### src/hw/dma_chan_defs.vh
// register offsets, field positions and widths for the dma channel block
`ifndef DMA_CHAN_DEFS_VH
`define DMA_CHAN_DEFS_VH
`define OFS_CONTROL 12'h000
`define OFS_LENGTH 12'h004
`define OFS_PRIMARY 12'h008
`define OFS_SECONDARY 12'h00C
`define OFS_REQSEL 12'h010
`define OFS_STATUS 12'h014
`define OFS_INT_STATUS 12'h018
`define OFS_INT_MASK 12'h01C
`define OFS_ADDR 12'h020
`define CTL_MODE_LO 0
`define CTL_MODE_HI 1
`define CTL_HALF 2
`define CTL_ENABLE 3
`define REQ_MANUAL 8
`define ST_RAM_COL 0
`define ST_PER_COL 1
`define ST_ACTIVE_BUF 2
`define INT_CHAN 0
`define INT_COL 1
`define INT_DONE 2
`define LEN_W 10
`define ADDR_W 11
`define SEL_W 7
`endif

### src/hw/dma_req_sync.v
// two-flip-flop synchroniser with rising edge pulse for peripheral requests
`timescale 1ns/1ns
`default_nettype none
module dma_req_sync #(
  parameter N = 4
) (
  input wire pclk,
  input wire presetn,
  input wire [N-1:0] async_in,
  output wire [N-1:0] rise
);
  reg [N-1:0] meta;
  reg [N-1:0] sync;
  reg [N-1:0] last;
  always @(posedge pclk or negedge presetn)
  begin
    if (!presetn)
    begin
      meta <= {N{1'b0}};
      sync <= {N{1'b0}};
      last <= {N{1'b0}};
    end
    else
    begin
      meta <= async_in;
      sync <= meta;
      last <= sync;
    end
  end
  assign rise = sync & ~last;
endmodule
`default_nettype wire

### src/hw/dma_channel.v
// one dma channel: block sequencing, ping-pong, manual request, apb registers
//
// Overview of operation
// RULE_01: mode low bit one selects one-shot, high bit ignored for that choice.
// RULE_02: one-shot clears the enable bit itself after the full block.
// RULE_03: one-shot with half selected flags at half point, not at end.
// RULE_04: re-enabling after one-shot restarts from the start offset.
// RULE_05: continuous keeps enable; address returns to primary on last transfer.
// RULE_06: continuous with half flags only at half point, stays enabled.
// RULE_07: enabling selects primary; non ping-pong blocks restart from primary.
// RULE_08: mode high bit selects ping-pong between primary and secondary offsets.
// RULE_09: continuous ping-pong alternates buffers forever, flag after each.
// RULE_10: one-shot ping-pong does primary, then secondary, then disables.
// RULE_11: manual request bit forces one element like a peripheral request.
// RULE_12: software zero does not clear manual bit; hardware clears it after.
// RULE_13: setting manual bit during a transfer in progress is ignored.
// RULE_14: software should not set manual bit in the configuring write.
// RULE_15: manual with pending peripheral request drops forced, sets both collisions.
// RULE_16: one request source may be selected by several channels.
// RULE_17: disable then enable resets count to zero and primary active.
// RULE_18: length register holds transfers minus one.
// RULE_19: address post-increments; active buffer toggles at each block end; code toggles it only in ping-pong, else it stays primary.
//
// Local design decisions: the register offsets and register access over APB.
`timescale 1ns/1ns
`default_nettype none
`include "dma_chan_defs.vh"
module dma_channel #(
  parameter NREQ = 4
) (
  input wire pclk,
  input wire presetn,
  input wire psel,
  input wire penable,
  input wire pwrite,
  input wire [11:0] paddr,
  input wire [31:0] pwdata,
  output reg [31:0] prdata,
  output wire pready,
  output wire pslverr,
  input wire [NREQ-1:0] periph_req,
  output reg ram_we,
  output reg [`ADDR_W-1:0] ram_addr,
  output wire irq
);
  localparam S_IDLE = 2'b01;
  localparam S_XFER = 2'b10;

  reg [1:0] state;
  reg [1:0] mode;
  reg half_sel;
  reg channel_enable_bit;
  reg [`LEN_W-1:0] block_length_reg;
  reg [`ADDR_W-1:0] primary_start_offset_reg;
  reg [`ADDR_W-1:0] secondary_start_offset_reg;
  reg [`SEL_W-1:0] req_source;
  reg manual_req;
  reg ram_write_collision_flag;
  reg periph_write_collision_flag;
  reg [2:0] int_status;
  reg [2:0] int_mask;
  reg [`LEN_W-1:0] count;
  reg active_secondary;
  reg [`ADDR_W-1:0] cur_addr;

  wire [NREQ-1:0] req_rise;
  wire wr;
  wire rd;
  wire one_shot;
  wire ping_pong;
  wire periph_hit;
  wire manual_set_try;
  wire service;
  wire last;
  wire half_point;
  reg ev_chan;
  reg ev_col;
  reg ev_done;
  wire [`ADDR_W-1:0] next_block_start;
  wire [NREQ-1:0] src_match;
  wire ctl_wr;
  wire enable_rise;
  wire xfer;
  wire manual_ok;
  wire int_clr_wr;
  reg next_enable;
  reg next_active;
  reg [`LEN_W-1:0] next_count;
  reg [`ADDR_W-1:0] next_addr;

  // one synchroniser per channel, so any channel can share a source [RULE_16]
  dma_req_sync #(.N(NREQ)) u_sync (
    .pclk(pclk),
    .presetn(presetn),
    .async_in(periph_req),
    .rise(req_rise)
  );

  function hit;
    input [11:0] a;
    input [11:0] ofs;
    begin
      hit = (a == ofs);
    end
  endfunction

  assign wr = psel & penable & pwrite;
  assign rd = psel & ~pwrite;
  assign pready = 1'b1;
  assign pslverr = 1'b0;

  assign one_shot = mode[0]; // [RULE_01]
  assign ping_pong = mode[1]; // [RULE_08]
  // one comparator per request line, so any NREQ up to 128 works
  genvar g;
  generate
    for (g = 0; g < NREQ; g = g + 1)
    begin : g_src
      assign src_match[g] = (req_source == g) & req_rise[g];
    end
  endgenerate
  assign periph_hit = |src_match;
  assign manual_set_try = wr & hit(paddr, `OFS_REQSEL) & pwdata[`REQ_MANUAL];
  // a peripheral request wins over the forced one [RULE_15]
  assign service = channel_enable_bit & (state == S_IDLE) & (periph_hit | (manual_req & ~periph_hit));
  assign last = (count == block_length_reg); // [RULE_18]
  assign half_point = (count == (block_length_reg >> 1));
  // alternate start only in ping-pong, else always primary [RULE_07] [RULE_19]
  assign next_block_start = (ping_pong & ~active_secondary) ? secondary_start_offset_reg : primary_start_offset_reg;

  assign ctl_wr = wr & hit(paddr, `OFS_CONTROL);
  assign enable_rise = ctl_wr & pwdata[`CTL_ENABLE] & ~channel_enable_bit;
  assign xfer = (state == S_XFER);
  assign int_clr_wr = wr & hit(paddr, `OFS_INT_STATUS);
  // busy channel drops the attempt, a disabled one never takes it [RULE_13]
  assign manual_ok = manual_set_try & channel_enable_bit & ~xfer;

  // software configuration registers
  always @(posedge pclk or negedge presetn)
  begin
    if (!presetn)
    begin
      mode <= 2'b00;
      half_sel <= 1'b0;
      block_length_reg <= {`LEN_W{1'b0}};
      primary_start_offset_reg <= {`ADDR_W{1'b0}};
      secondary_start_offset_reg <= {`ADDR_W{1'b0}};
      req_source <= {`SEL_W{1'b0}};
      int_mask <= 3'h0;
    end
    else
    begin
      if (ctl_wr)
      begin
        mode <= pwdata[`CTL_MODE_HI:`CTL_MODE_LO];
        half_sel <= pwdata[`CTL_HALF];
      end
      if (wr & hit(paddr, `OFS_LENGTH))
        block_length_reg <= pwdata[`LEN_W-1:0];
      if (wr & hit(paddr, `OFS_PRIMARY))
        primary_start_offset_reg <= pwdata[`ADDR_W-1:0];
      if (wr & hit(paddr, `OFS_SECONDARY))
        secondary_start_offset_reg <= pwdata[`ADDR_W-1:0];
      if (wr & hit(paddr, `OFS_REQSEL))
        req_source <= pwdata[`SEL_W-1:0];
      if (wr & hit(paddr, `OFS_INT_MASK))
        int_mask <= pwdata[2:0];
    end
  end

  // hardware stop wins over a software write in the same cycle
  always @*
  begin
    next_enable = channel_enable_bit;
    if (ctl_wr)
      next_enable = pwdata[`CTL_ENABLE];
    // one-shot ping-pong stops after the secondary block [RULE_10]
    if (xfer & last & one_shot & (~ping_pong | active_secondary))
      next_enable = 1'b0; // [RULE_02]
  end

  always @(posedge pclk or negedge presetn)
  begin
    if (!presetn)
      channel_enable_bit <= 1'b0;
    else
      channel_enable_bit <= next_enable;
  end

  always @*
  begin
    next_count = count;
    next_addr = cur_addr;
    next_active = active_secondary;
    if (enable_rise)
    begin
      next_count = {`LEN_W{1'b0}}; // [RULE_17]
      next_active = 1'b0; // [RULE_07]
      next_addr = primary_start_offset_reg; // [RULE_04]
    end
    if (xfer)
    begin
      if (last)
      begin
        next_count = {`LEN_W{1'b0}};
        next_active = ping_pong & ~active_secondary; // [RULE_19]
        next_addr = next_block_start; // [RULE_05] [RULE_08]
      end
      else
      begin
        next_count = count + 1'b1;
        next_addr = cur_addr + 1'b1; // [RULE_19]
      end
    end
  end

  always @(posedge pclk or negedge presetn)
  begin
    if (!presetn)
    begin
      count <= {`LEN_W{1'b0}};
      active_secondary <= 1'b0;
      cur_addr <= {`ADDR_W{1'b0}};
    end
    else
    begin
      count <= next_count;
      active_secondary <= next_active;
      cur_addr <= next_addr;
    end
  end

  always @(posedge pclk or negedge presetn)
  begin
    if (!presetn)
      state <= S_IDLE;
    else
    begin
      case (state)
        S_IDLE:
        begin
          if (service)
            state <= S_XFER;
        end
        S_XFER:
          state <= S_IDLE;
        default:
          state <= S_IDLE;
      endcase
    end
  end

  // manual bit: only set by software, never cleared by a zero write [RULE_12]
  always @(posedge pclk or negedge presetn)
  begin
    if (!presetn)
      manual_req <= 1'b0;
    else if (xfer)
      manual_req <= 1'b0; // [RULE_12]
    else if (manual_ok & ~periph_hit)
      manual_req <= 1'b1; // [RULE_11]
  end

  always @(posedge pclk or negedge presetn)
  begin
    if (!presetn)
    begin
      ram_write_collision_flag <= 1'b0;
      periph_write_collision_flag <= 1'b0;
    end
    else if (manual_ok & periph_hit)
    begin
      ram_write_collision_flag <= 1'b1; // [RULE_15]
      periph_write_collision_flag <= 1'b1; // [RULE_15]
    end
    else if (wr & hit(paddr, `OFS_STATUS))
    begin
      if (pwdata[`ST_RAM_COL])
        ram_write_collision_flag <= 1'b0;
      if (pwdata[`ST_PER_COL])
        periph_write_collision_flag <= 1'b0;
    end
  end

  // address only moves with a write strobe, so the ram sees a clean pair
  always @(posedge pclk or negedge presetn)
  begin
    if (!presetn)
    begin
      ram_we <= 1'b0;
      ram_addr <= {`ADDR_W{1'b0}};
    end
    else
    begin
      ram_we <= xfer; // [RULE_11]
      if (xfer)
        ram_addr <= cur_addr;
    end
  end

  always @*
  begin
    ev_chan = 1'b0;
    ev_col = 1'b0;
    ev_done = 1'b0;
    if (manual_ok & periph_hit)
      ev_col = 1'b1; // [RULE_15]
    if (xfer)
    begin
      if (half_sel & half_point)
        ev_chan = 1'b1; // [RULE_03] [RULE_06]
      if (last)
      begin
        ev_done = 1'b1;
        if (~half_sel)
          ev_chan = 1'b1; // [RULE_09]
      end
    end
  end

  // a new event beats a clear in the same cycle
  always @(posedge pclk or negedge presetn)
  begin
    if (!presetn)
      int_status <= 3'h0;
    else
      int_status <= (int_clr_wr ? (int_status & ~pwdata[2:0]) : int_status)
        | {ev_done, ev_col, ev_chan};
  end

  assign irq = |(int_status & int_mask);

  always @*
  begin
    prdata = 32'h00000000;
    if (rd)
    begin
      if (hit(paddr, `OFS_CONTROL))
        prdata = {28'h0000000, channel_enable_bit, half_sel, mode};
      else if (hit(paddr, `OFS_LENGTH))
        prdata = {22'h000000, block_length_reg};
      else if (hit(paddr, `OFS_PRIMARY))
        prdata = {21'h000000, primary_start_offset_reg};
      else if (hit(paddr, `OFS_SECONDARY))
        prdata = {21'h000000, secondary_start_offset_reg};
      else if (hit(paddr, `OFS_REQSEL))
        prdata = {23'h000000, manual_req, 1'b0, req_source};
      else if (hit(paddr, `OFS_STATUS))
        prdata = {29'h00000000, active_secondary, periph_write_collision_flag, ram_write_collision_flag};
      else if (hit(paddr, `OFS_INT_STATUS))
        prdata = {29'h00000000, int_status};
      else if (hit(paddr, `OFS_INT_MASK))
        prdata = {29'h00000000, int_mask};
      else if (hit(paddr, `OFS_ADDR))
        prdata = {11'h000, count, cur_addr};
    end
  end
endmodule
`default_nettype wire

### config.mk
export PLATFORM = sky130hd
export DESIGN_NAME = dma_channel
export DESIGN_NICKNAME = d
export VERILOG_FILES = /design/src/hw/dma_req_sync.v /design/src/hw/dma_channel.v
export VERILOG_INCLUDE_DIRS = /design/src /design/src/hw
export SDC_FILE = /design/constraint.sdc
export NUM_CORES = 1
export LEC_CHECK = 0
export BUFFER_PORTS_ARGS = -buffer_cell sky130_fd_sc_hd__buf_2
export CAP_MARGIN = 5
export CORE_MARGIN = 8
export CORE_UTILIZATION = 30
export DETAILED_ROUTE_END_ITERATION = 10
export PLACE_DENSITY = 0.55
export SKIP_CTS_REPAIR_TIMING = 1
export SYNTH_ARGS = -nofsm -noshare
export SYNTH_HDL_FRONTEND = slang
export SYNTH_SLANG_ARGS = --single-unit
### constraint.sdc
create_clock -name pclk -period 5.9 [get_ports pclk]
set_input_delay 0.295 -clock pclk [delete_from_list [all_inputs] [get_ports pclk]]
set_output_delay 0.295 -clock pclk [all_outputs]
set_load 0.02 [all_outputs]
==> results of run 1 <==
## power groups by stage
| stage | combinational (W) | sequential [W] | clock, W |
|---|---|---|---|
| 2_1_floorplan | 0.0000367 | 0.000704 | 0 |
| 3_3_place_gp | 0.0000676 | 0.000705 | 0 |
| 5_1_grt | 0.0000768 | 0.000692 | 0.000629 |
| 4_1_cts | 0.0000690 | 0.000691 | 0.000602 |
| 6_report | 0.0000691 | 0.000691 | 0.000591 |
| 3_5_place_dp | 0.0000688 | 0.000705 | 0 |
## logic make-up (layout without fill, tap and decap cells)
logic type | after synthesis | count (layout)
simple gates | 175 | 175
compound gates | 114 | 114
xor+xnor | 30 | 30
fa+ha+maj | 2 | 2
other cells | 2 | 13
buf+inv | 53 | 97
mux | 52 | 52
flops | 100 | 100
## metal layers
layer,global-route usage,vias to the layer above
met5,0,-
li1,-,1967
met3,0.0286,19
met4,0.0585,0
met2,0.216,190
met1,0.185,2105
## cell usage in the layout (no fill, tap or decap), types with 4 or more instances in the layout
cell type	Yosys	layout
or3_1	5	5
clkbuf_16	0	9
buf_2	11	64
nor4_1	4	4
nor2b_1	10	10
o21ai_0	24	24
xnor2_1	15	15
buf_4	13	5
xor2_1	15	15
nand2b_1	13	13
mux2_2	42	42
and3_1	7	7
nor2_1	27	27
a21oi_1	27	27
a22o_1	4	4
dfrtp_1	99	99
a221oi_1	4	4
a211oi_1	10	10
nand2_1	57	57
inv_1	10	10
conb_1	2	13
mux2_4	6	6
nand3_1	10	10
a221o_1	13	13
nor3_1	11	11
a21o_1	4	4
and2_1	11	11
a31oi_1	8	8
## metrics by stage
step           power, W  hold slack (ns)  setup WS [ns]  utilization  instance area, µm²
4_1_cts         0.00136           -0.163           2.93        0.345                6150
3_3_place_gp   0.000772            0.216           2.96        0.328                5860
6_report        0.00135           0.0378           2.90        0.345                6160
3_5_place_dp   0.000774            0.218           2.92        0.328                5860
2_1_floorplan  0.000741        -0.000591           3.54            -                5450
5_1_grt         0.00140           0.0273           2.77        0.345                6160
## path summary, 6_finish.rpt
path,start,endpoint,slack (ns)
min in group asynchronous,presetn,cur_addr[3],0.37
worst min-delay path,periph_req[1],u_sync.meta[1],0.04
max in group asynchronous,presetn,state[1],4.25
worst max register to register,state[0],cur_addr[4],3.35
worst max-delay path,paddr[2],prdata[17],2.90
worst min register to register,u_sync.meta[2],u_sync.sync[2],0.35
## Yosys cell counts (3+ instances only)
master    instances  area (µm²)
a32oi_1           3        26.3
a22o_1            4        35.0
mux2_4            6        90.1
buf_4            13        97.6
xor2_1           15         131
nor2b_1          10        62.6
clkbuf_1         14        52.6
a21o_1            4        30.0
o22ai_1           3        18.8
and2_1           11        68.8
nor4_1            4        25.0
nand2_1          57         214
o21ai_0          24         120
mux2i_1           3        30.0
nand2b_1         13        81.3
xnor2_1          15         131
nor2_1           27         101
inv_1            10        37.5
a221o_1          13         130
nor3_1           11        55.1
dfrtp_1          99        2480
a21oi_1          27         135
mux2_2           42         473
buf_2            11        55.1
a22oi_1           3        22.5
a221oi_1          4        35.0
or3_1             5        31.3
and3_1            7        43.8
a31oi_1           8        50.1
a211oi_1         10        75.1
nand3_1          10        50.1
## worst max-delay path, delay by kind of cell
kind / cells / cell delay [ns]
simple gates: 5 / 1.91
buf+inv: 2 / 0.47
## layout make-up
cell class | instances | area, µm² | area share
clock buffers | 9 | 225 | 0.0365
well taps | 229 | 287 | 0.0465
clock inverters | 7 | 67.6 | 0.0110
inverters | 11 | 41.3 | 0.00670
flip-flops and latches | 100 | 2500 | 0.406
multi-input cells | 386 | 2670 | 0.433
repair buffers | 70 | 368 | 0.0597
==> impl_metrics.ini, run 1 <==
[worst_setup_path]
cp-end-kind = output port
critPathKind = primary input to output port
crit_arrival_ns = 2.70
path_cells = buf_2 -> nor2_1 -> and3_1 -> nor2b_1 -> nor2b_1 -> and2_1 -> buf_2
cp_max_fo = 34
start_kind = primary input
slowest_delay_ns = 0.55
crit_slowest_cell = nor2b_1
required_ns = 5.61
reg2regPathDepth = 7

[synthesis]
ys_types = 62
synthAdderAreaFrac = 0.00463
synth_top_family_by_area = simple AND/OR/NAND/NOR gates
synth_area_um2 = 5410
synthArstFlopShare = 1.00
ys_warn_count = 0
yosys-mux-area-fraction = 0.114
synth-simple-area-share = 0.174
synth_xor_area_frac = 0.0486
synth-seq-cells = 100
synth.avg_cell_area_um2 = 10.2
synth_edf_count = 0
synth_compound_gate_area_share = 0.143
synthFlopType = dfrtp_1
syn-instance-count = 528
synth_seq_area_share = 0.463

[final_layout]
fillers = 1819
fin_cells = 812
nets = 633
diodes = 0
syn2layout_area_growth_pct = 13.9
layout-drive-gt1-share = 0.256

[placed_design]
dp.cells = 795
portBuffers = 65
hpwlAfterDp_um = 11200
finalWeightedCongestion = 0.868

[route]
drt_iter0_drc = 381
vias = 4281
wl_met1_um = 7010
first_pass_iters = 7
drt-total-wl_um = 15500
wl_met3_um = 1140
wl_met2_um = 7140
antenna_left = 0
drc = 0
routedWlPerCell_um = 19.1
vias_per_cell = 5.27
highest_layer = met4

[clock_tree]
cts_buffers = 9
cts_num_sinks = 100
h-tree-depth = 3
cts_buffer_depth = 2
clk_latency_ns = 0.36
clk_pin_slew_ns = 0.08
clock-root-buffer = clkbuf_16
cts_tree = yes

[sta]
slew_headroom = 0.235
tightest_slew_ns = 1.14
setup_viol = 0
drv_slew = 0
rsz0062_at_grt = no
period_share = 0.508
hold_viol = 0
clock_skew_ns = 0.00979
tns_ns = 0
fin_crit_ns = 3.00
fmax_ghz = 0.334

[floorplanning]
die_width_um = 150
initial_core_util = 0.303
fp.dieH_um = 150
core-area_um2 = 17800
rows = 49
io_pins = 100
die_area_um2 = 22600

[global_routing]
grt_pass1_vias = 4420
grt_max_degree = 78
grt-ovfl-total = 0
track_usage = 0.139
grt_antenna_before_repair = 0
grt_pass1_wl_um = 24500

[flow_run]
cap_violations = 0

[pwr]
clock_power_share = 0.437
p_sw_w = 0.000346
p_seq_frac = 0.512
power_frac_comb = 0.051
internal_power_w = 0.00101
peakVddDrop_mv = 0.132
switching_share = 0.256
leakage_nw = 2.88
powerDensity_nw_per_um2 = 219

[run_status]
run_status = complete, no violations

[worst_hold_path]
hp-class = primary input to flip-flop
min_delay_path_depth = 1
(Power assumes the default switching activity.)
==> run 2, diff against run 1 <==
--- a/config.mk
+++ b/config.mk
@@ -6,12 +6,13 @@
 export SDC_FILE = /design/constraint.sdc
 export NUM_CORES = 1
 export LEC_CHECK = 0
+export ABC_AREA = 1
 export BUFFER_PORTS_ARGS = -buffer_cell sky130_fd_sc_hd__buf_2
 export CAP_MARGIN = 5
 export CORE_MARGIN = 8
 export CORE_UTILIZATION = 30
 export DETAILED_ROUTE_END_ITERATION = 10
-export PLACE_DENSITY = 0.55
+export PLACE_DENSITY = 0.57
 export SKIP_CTS_REPAIR_TIMING = 1
 export SYNTH_ARGS = -nofsm -noshare
 export SYNTH_HDL_FRONTEND = slang
==> constraint.sdc (replaced) <==
create_clock -name pclk -period 2.5 [get_ports pclk]
set_input_delay 0.125 -clock pclk [delete_from_list [all_inputs] [get_ports pclk]]
set_output_delay 0.125 -clock pclk [all_outputs]
set_load 0.02 [all_outputs]
==> impl_metrics.ini, run 2 <==
[floorplanning]
io_pins = 100
rows = 50
fp.dieH_um = 152
die_width_um = 152
core-area_um2 = 18500
initial_core_util = 0.302
die_area_um2 = 23200

[route]
drt_iter0_drc = 439
vias = 4991
vias_per_cell = 4.79
first_pass_iters = 5
drt-total-wl_um = 16400
antenna_left = 0
drc = 0
routedWlPerCell_um = 15.8

[final_layout]
nets = 859
final_area_um2 = 6520
final_cell_mix = nand2_1, dfrtp_1, inv_1
layout-drive-gt1-share = 0.172
diodes = 0
syn2layout_area_growth_pct = 16.7
final_common_cell = nand2_1
ff_latch_area_um2 = 2500
fillers = 2016
fin_cells = 1043
post-route-util = 0.352
multiInputGateArea_um2 = 2550

[sta]
rsz0062_at_grt = no
tns_ns = 0
period_share = 0.832
slew_headroom = 0.662
fmax_ghz = 0.481
fin_ws_ns = 0.421
clock_skew_ns = 0.00998
fin_crit_ns = 2.08
hold_viol = 0
tightest_slew_ns = 0.507
drv_slew = 0
setup_viol = 0

[global_routing]
grt_pass1_vias = 4690
grt_antenna_before_repair = 0
track_usage = 0.143
grt_max_degree = 65
grt_pass1_wl_um = 26400
grt-ovfl-total = 0

[synthesis]
synth.avg_cell_area_um2 = 7.64
synth_area_um2 = 5590
yosys-top-cells-count = nand2_1, dfrtp_1, inv_1, o21ai_0, nand3_1
syn-instance-count = 731
ys_warn_count = 0
synth_area_leader_cell = dfrtp_1
synth_edf_count = 0
synth_area_leaders = dfrtp_1, nand2_1, o21ai_0
synth_seq_area_share = 0.448
synthFlopType = dfrtp_1
synth_top_area_frac = 0.443
synthArstFlopShare = 1.00
synth.most_common_cell = nand2_1
synth-seq-cells = 100
ys_types = 43

[clock_tree]
clk_pin_slew_ns = 0.07
clk_latency_ns = 0.36
cts_num_sinks = 100
cts_tree = yes
cts_buffers = 9
cts_buffer_depth = 2
h-tree-depth = 3
clock-root-buffer = clkbuf_16

[placed_design]
portBuffers = 65
finalWeightedCongestion = 0.892
dp.cells = 1022
pre_cts_ws_ns = 0.390
place_area_um2 = 6160
hpwlAfterDp_um = 12500

[worst_setup_path]
critPathTopFamily = simple AND/OR/NAND/NOR gates
crit_arrival_ns = 1.95
start_kind = primary input
critPathKind = primary input to output port
cp_max_fo = 11
path_cells = buf_2 -> inv_1 -> nand2_2 -> nor3_4 -> inv_2 -> nor2_2 -> a21oi_1 -> nand4_1 -> nand2_1 -> a21oi_1 -> buf_2
cp-startpoint = paddr[6]
slowest_delay_ns = 0.43
r2r-start = count[2]
required_ns = 2.38
timing.critical_path.buf_inv = 4
cp-end-kind = output port
crit_slowest_cell = nor2_2

[pwr]
powerDensity_nw_per_um2 = 495
clock_power_share = 0.450
p_sw_w = 0.000750
p_seq_frac = 0.505
leakage_nw = 3.06
power_frac_comb = 0.045
internal_power_w = 0.00248
peakVddDrop_mv = 0.356
switching_share = 0.232

[flow_run]
cap_violations = 0

[worst_hold_path]
hp-class = primary input to flip-flop
min_from = pwdata[10]

[run_status]
run_status = complete, no violations
run 2: changes by cell type in the layout (fill, tap and decap cells not counted), sizes merged, moves of 11 or more:
cell    before  now
nor2        28   41
nand2       58  212
buf         69   81
a221o       13    0
mux2        48    0
o21ai       25  103
nand3       12   44
inv         14   95
and2        11    0
nand2b      13    0
a21oi       27   15
run 2: metrics by stage:
stage | hold WS, ns | total power (W)
2_1_floorplan | -0.171 | 0.00174
5_1_grt | 0.0400 | 0.00335
4_1_cts | -0.262 | 0.00327
3_3_place_gp | 0.131 | 0.00180
3_5_place_dp | 0.130 | 0.00181
6_report | 0.0260 | 0.00323
run 2: power by group through the flow:
stage	combinational (W)	sequential, W	clock [W]
6_report	0.000145	0.00163	0.00145
5_1_grt	0.000164	0.00163	0.00155
4_1_cts	0.000142	0.00163	0.00150
3_5_place_dp	0.000142	0.00166	0
3_3_place_gp	0.000141	0.00166	0
2_1_floorplan	0.0000725	0.00166	0
run 2: worst reg2reg max path, cell delays in order, from the launching register on:
cell and delay [ns]:
dfrtp_1 0.46, inv_2 0.15, nor2_2 0.05, nor3_2 0.16, nand2_1 0.11, nor2_4 0.23, nand2_4 0.19, nor2_4 0.23
inv_2 0.08, nor2_2 0.11, nand2_1 0.06, nand2_1 0.06, inv_1 0.04
run 2: layout make-up:
type,instances,area share
multi-input combinational,512,0.390
sequential,100,0.384
timing repair buffer,86,0.0783
inverter,95,0.0547
tap,234,0.0449
clock buffer,10,0.0366
clock inverter,6,0.0113
run 2: worst paths after layout:
path | slack (ns) | cells past startpoint | to
max reg2reg | 0.49 | 12 | channel_enable_bit
max | 0.42 | 11 | prdata[1]
min reg2reg | 0.35 | 0 | u_sync.sync[3]
max in group asynchronous | 1.48 | 3 | state[0]
min in group asynchronous | 0.28 | 2 | int_status[0]
min | 0.03 | 3 | secondary_start_offset_reg[10]
run 2: metal layers:
layer  vias to the layer above  global-route usage  wire (µm)
li1                       2498                   -          -
met1                      2344               0.185       7640
met2                       131               0.234       7730
met3                        18              0.0315        762
met4                         0              0.0434        295
met5                         -                   0          0
run 2: cells by family after synthesis:
| group | share of synthesized area |
|---|---|
| XOR/XNOR | 0.0282 |
| other | 0.00134 |
| AND/OR/NAND/NOR | 0.271 |
| AO/OA/AOI/OAI | 0.144 |
| buffers and inverters | 0.103 |
| adder cells (fa/ha/maj) | 0.00448 |
| flip-flops | 0.448 |
==> run 3, diff against run 2 <==
==> constraint.sdc (replaced) <==
create_clock -name pclk -period 1.9 [get_ports pclk]
set_input_delay 0.095 -clock pclk [delete_from_list [all_inputs] [get_ports pclk]]
set_output_delay 0.095 -clock pclk [all_outputs]
set_load 0.02 [all_outputs]
==> impl_metrics.ini, run 3 (synthesis results as in run 2) <==
[flow_run]
cap_violations = 0

[worst_setup_path]
crit_arrival_ns = 1.65
critPathKind = flip-flop to output port
start_kind = flip-flop
cp-end-kind = output port
required_ns = 1.80
cp_max_fo = 4

[pwr]
switching_share = 0.245
peakVddDrop_mv = 0.403
leakage_nw = 3.19
design_power_total_w = 0.00416
clock_power_share = 0.436
p_seq_frac = 0.516
powerDensity_nw_per_um2 = 612
internal_power_w = 0.00314
p_sw_w = 0.00102
power_frac_comb = 0.049

[floorplanning]
rows = 50
die_width_um = 152
initial_core_util = 0.302
die_area_um2 = 23200
io_pins = 100
core-area_um2 = 18500
fp.dieH_um = 152

[final_layout]
final_cell_mix = nand2_1, dfrtp_1, inv_1
syn2layout_area_growth_pct = 21.7
nets = 887
layout-drive-gt1-share = 0.213
diodes = 0
final_area_um2 = 6800
multiInputGateArea_um2 = 2580
fillers = 1964
final_common_cell = nand2_1
ff_latch_area_um2 = 2510

[sta]
fin_crit_ns = 1.75
holdWs_ns = 0.0105
tns_ns = 0
hold_viol = 0
drv_slew = 0
fmax_ghz = 0.572
clock_skew_ns = 0.00921
period_share = 0.920
setup_viol = 0
fin_ws_ns = 0.151

[clock_tree]
clk_pin_slew_ns = 0.07
clock-root-buffer = clkbuf_16
cts_buffer_depth = 2
clk_latency_ns = 0.36
h-tree-depth = 3
cts_num_sinks = 100
cts_buffers = 9
cts_tree = yes

[global_routing]
grt_antenna_before_repair = 0
grt_pass1_wl_um = 26700
grt-ovfl-total = 0
grt_max_degree = 48
track_usage = 0.143
grt_pass1_vias = 4793

[route]
vias_per_cell = 4.70
drc = 0
first_pass_iters = 7
vias = 5037
drt_iter0_drc = 344
antenna_left = 0
drt-total-wl_um = 16500
routedWlPerCell_um = 15.4

[run_status]
run_status = complete, no violations

[placed_design]
portBuffers = 65
pre_cts_ws_ns = 0.0542
finalWeightedCongestion = 0.873
hpwlAfterDp_um = 12800
place_area_um2 = 6390

[worst_hold_path]
hp-class = primary input to flip-flop
==> run 3: changes by cell type in the layout (fill, tap and decap cells not counted), sizes merged <==
| cell | before | now |
|---|---|---|
| buf | 81 | 109 |
| clkinv | 5 | 1 |
| clkinvlp | 0 | 3 |
| bufinv | 1 | 0 |
| clkbuf | 10 | 11 |
| inv | 95 | 96 |
==> run 3: worst max-delay path: stages, from the launching register on <==
cell     delay, ns
dfrtp_1       0.39
buf_4         0.17
nand2_1       0.09
nand2_1       0.07
nor2_1        0.04
nand4_1       0.10
nand2_1       0.06
a21oi_1       0.18
buf_2         0.20
==> run 3: power by group through the flow <==
stage / Combinational [W] / Clock (W) / Sequential, W
after CTS: 0.000196 / 0.00185 / 0.00215
after global placement: 0.000194 / 0 / 0.00219
after detailed placement: 0.000195 / 0 / 0.00219
after floorplan: 0.0000954 / 0 / 0.00219
final: 0.000202 / 0.00181 / 0.00215
after global routing: 0.000227 / 0.00194 / 0.00215
==> run 3: final cells by class <==
cell class	instances	share of cell area
tap	234	0.0431
inverter	95	0.0534
clock inverter	5	0.00644
clock buffer	11	0.0357
multi-input combinational	512	0.379
sequential	100	0.369
timing repair buffer	114	0.113
==> run 3: layer usage <==
layer	track usage	wire, µm	part of all wire
met3	0.0241	683	0.041
met4	0.0504	289	0.018
met1	0.186	7650	0.46
met5	0	0	0
met2	0.236	7850	0.48
==> run 3: path summary, 6_finish.rpt <==
path                            slack, ns           startpoint                            to  depth (start not counted)
worst max-delay path                 0.15          cur_addr[2]                     prdata[2]                          8
worst min-delay path                 0.01           pwdata[10]  primary_start_offset_reg[10]                          3
worst max register to register       0.18  block_length_reg[2]                   cur_addr[6]                         12
worst min register to register       0.35       u_sync.meta[2]                u_sync.sync[2]                          0
max in group asynchronous            1.03              presetn                u_sync.sync[1]                          3
min in group asynchronous            0.22              presetn   periph_write_collision_flag                          2
==> run 3: through the flow <==
step                      instances   util
after floorplan                 742      -
after global placement         1046  0.345
after detailed placement       1046  0.345
after CTS                      1062  0.361
after global routing           1071  0.367
final                          1071  0.367
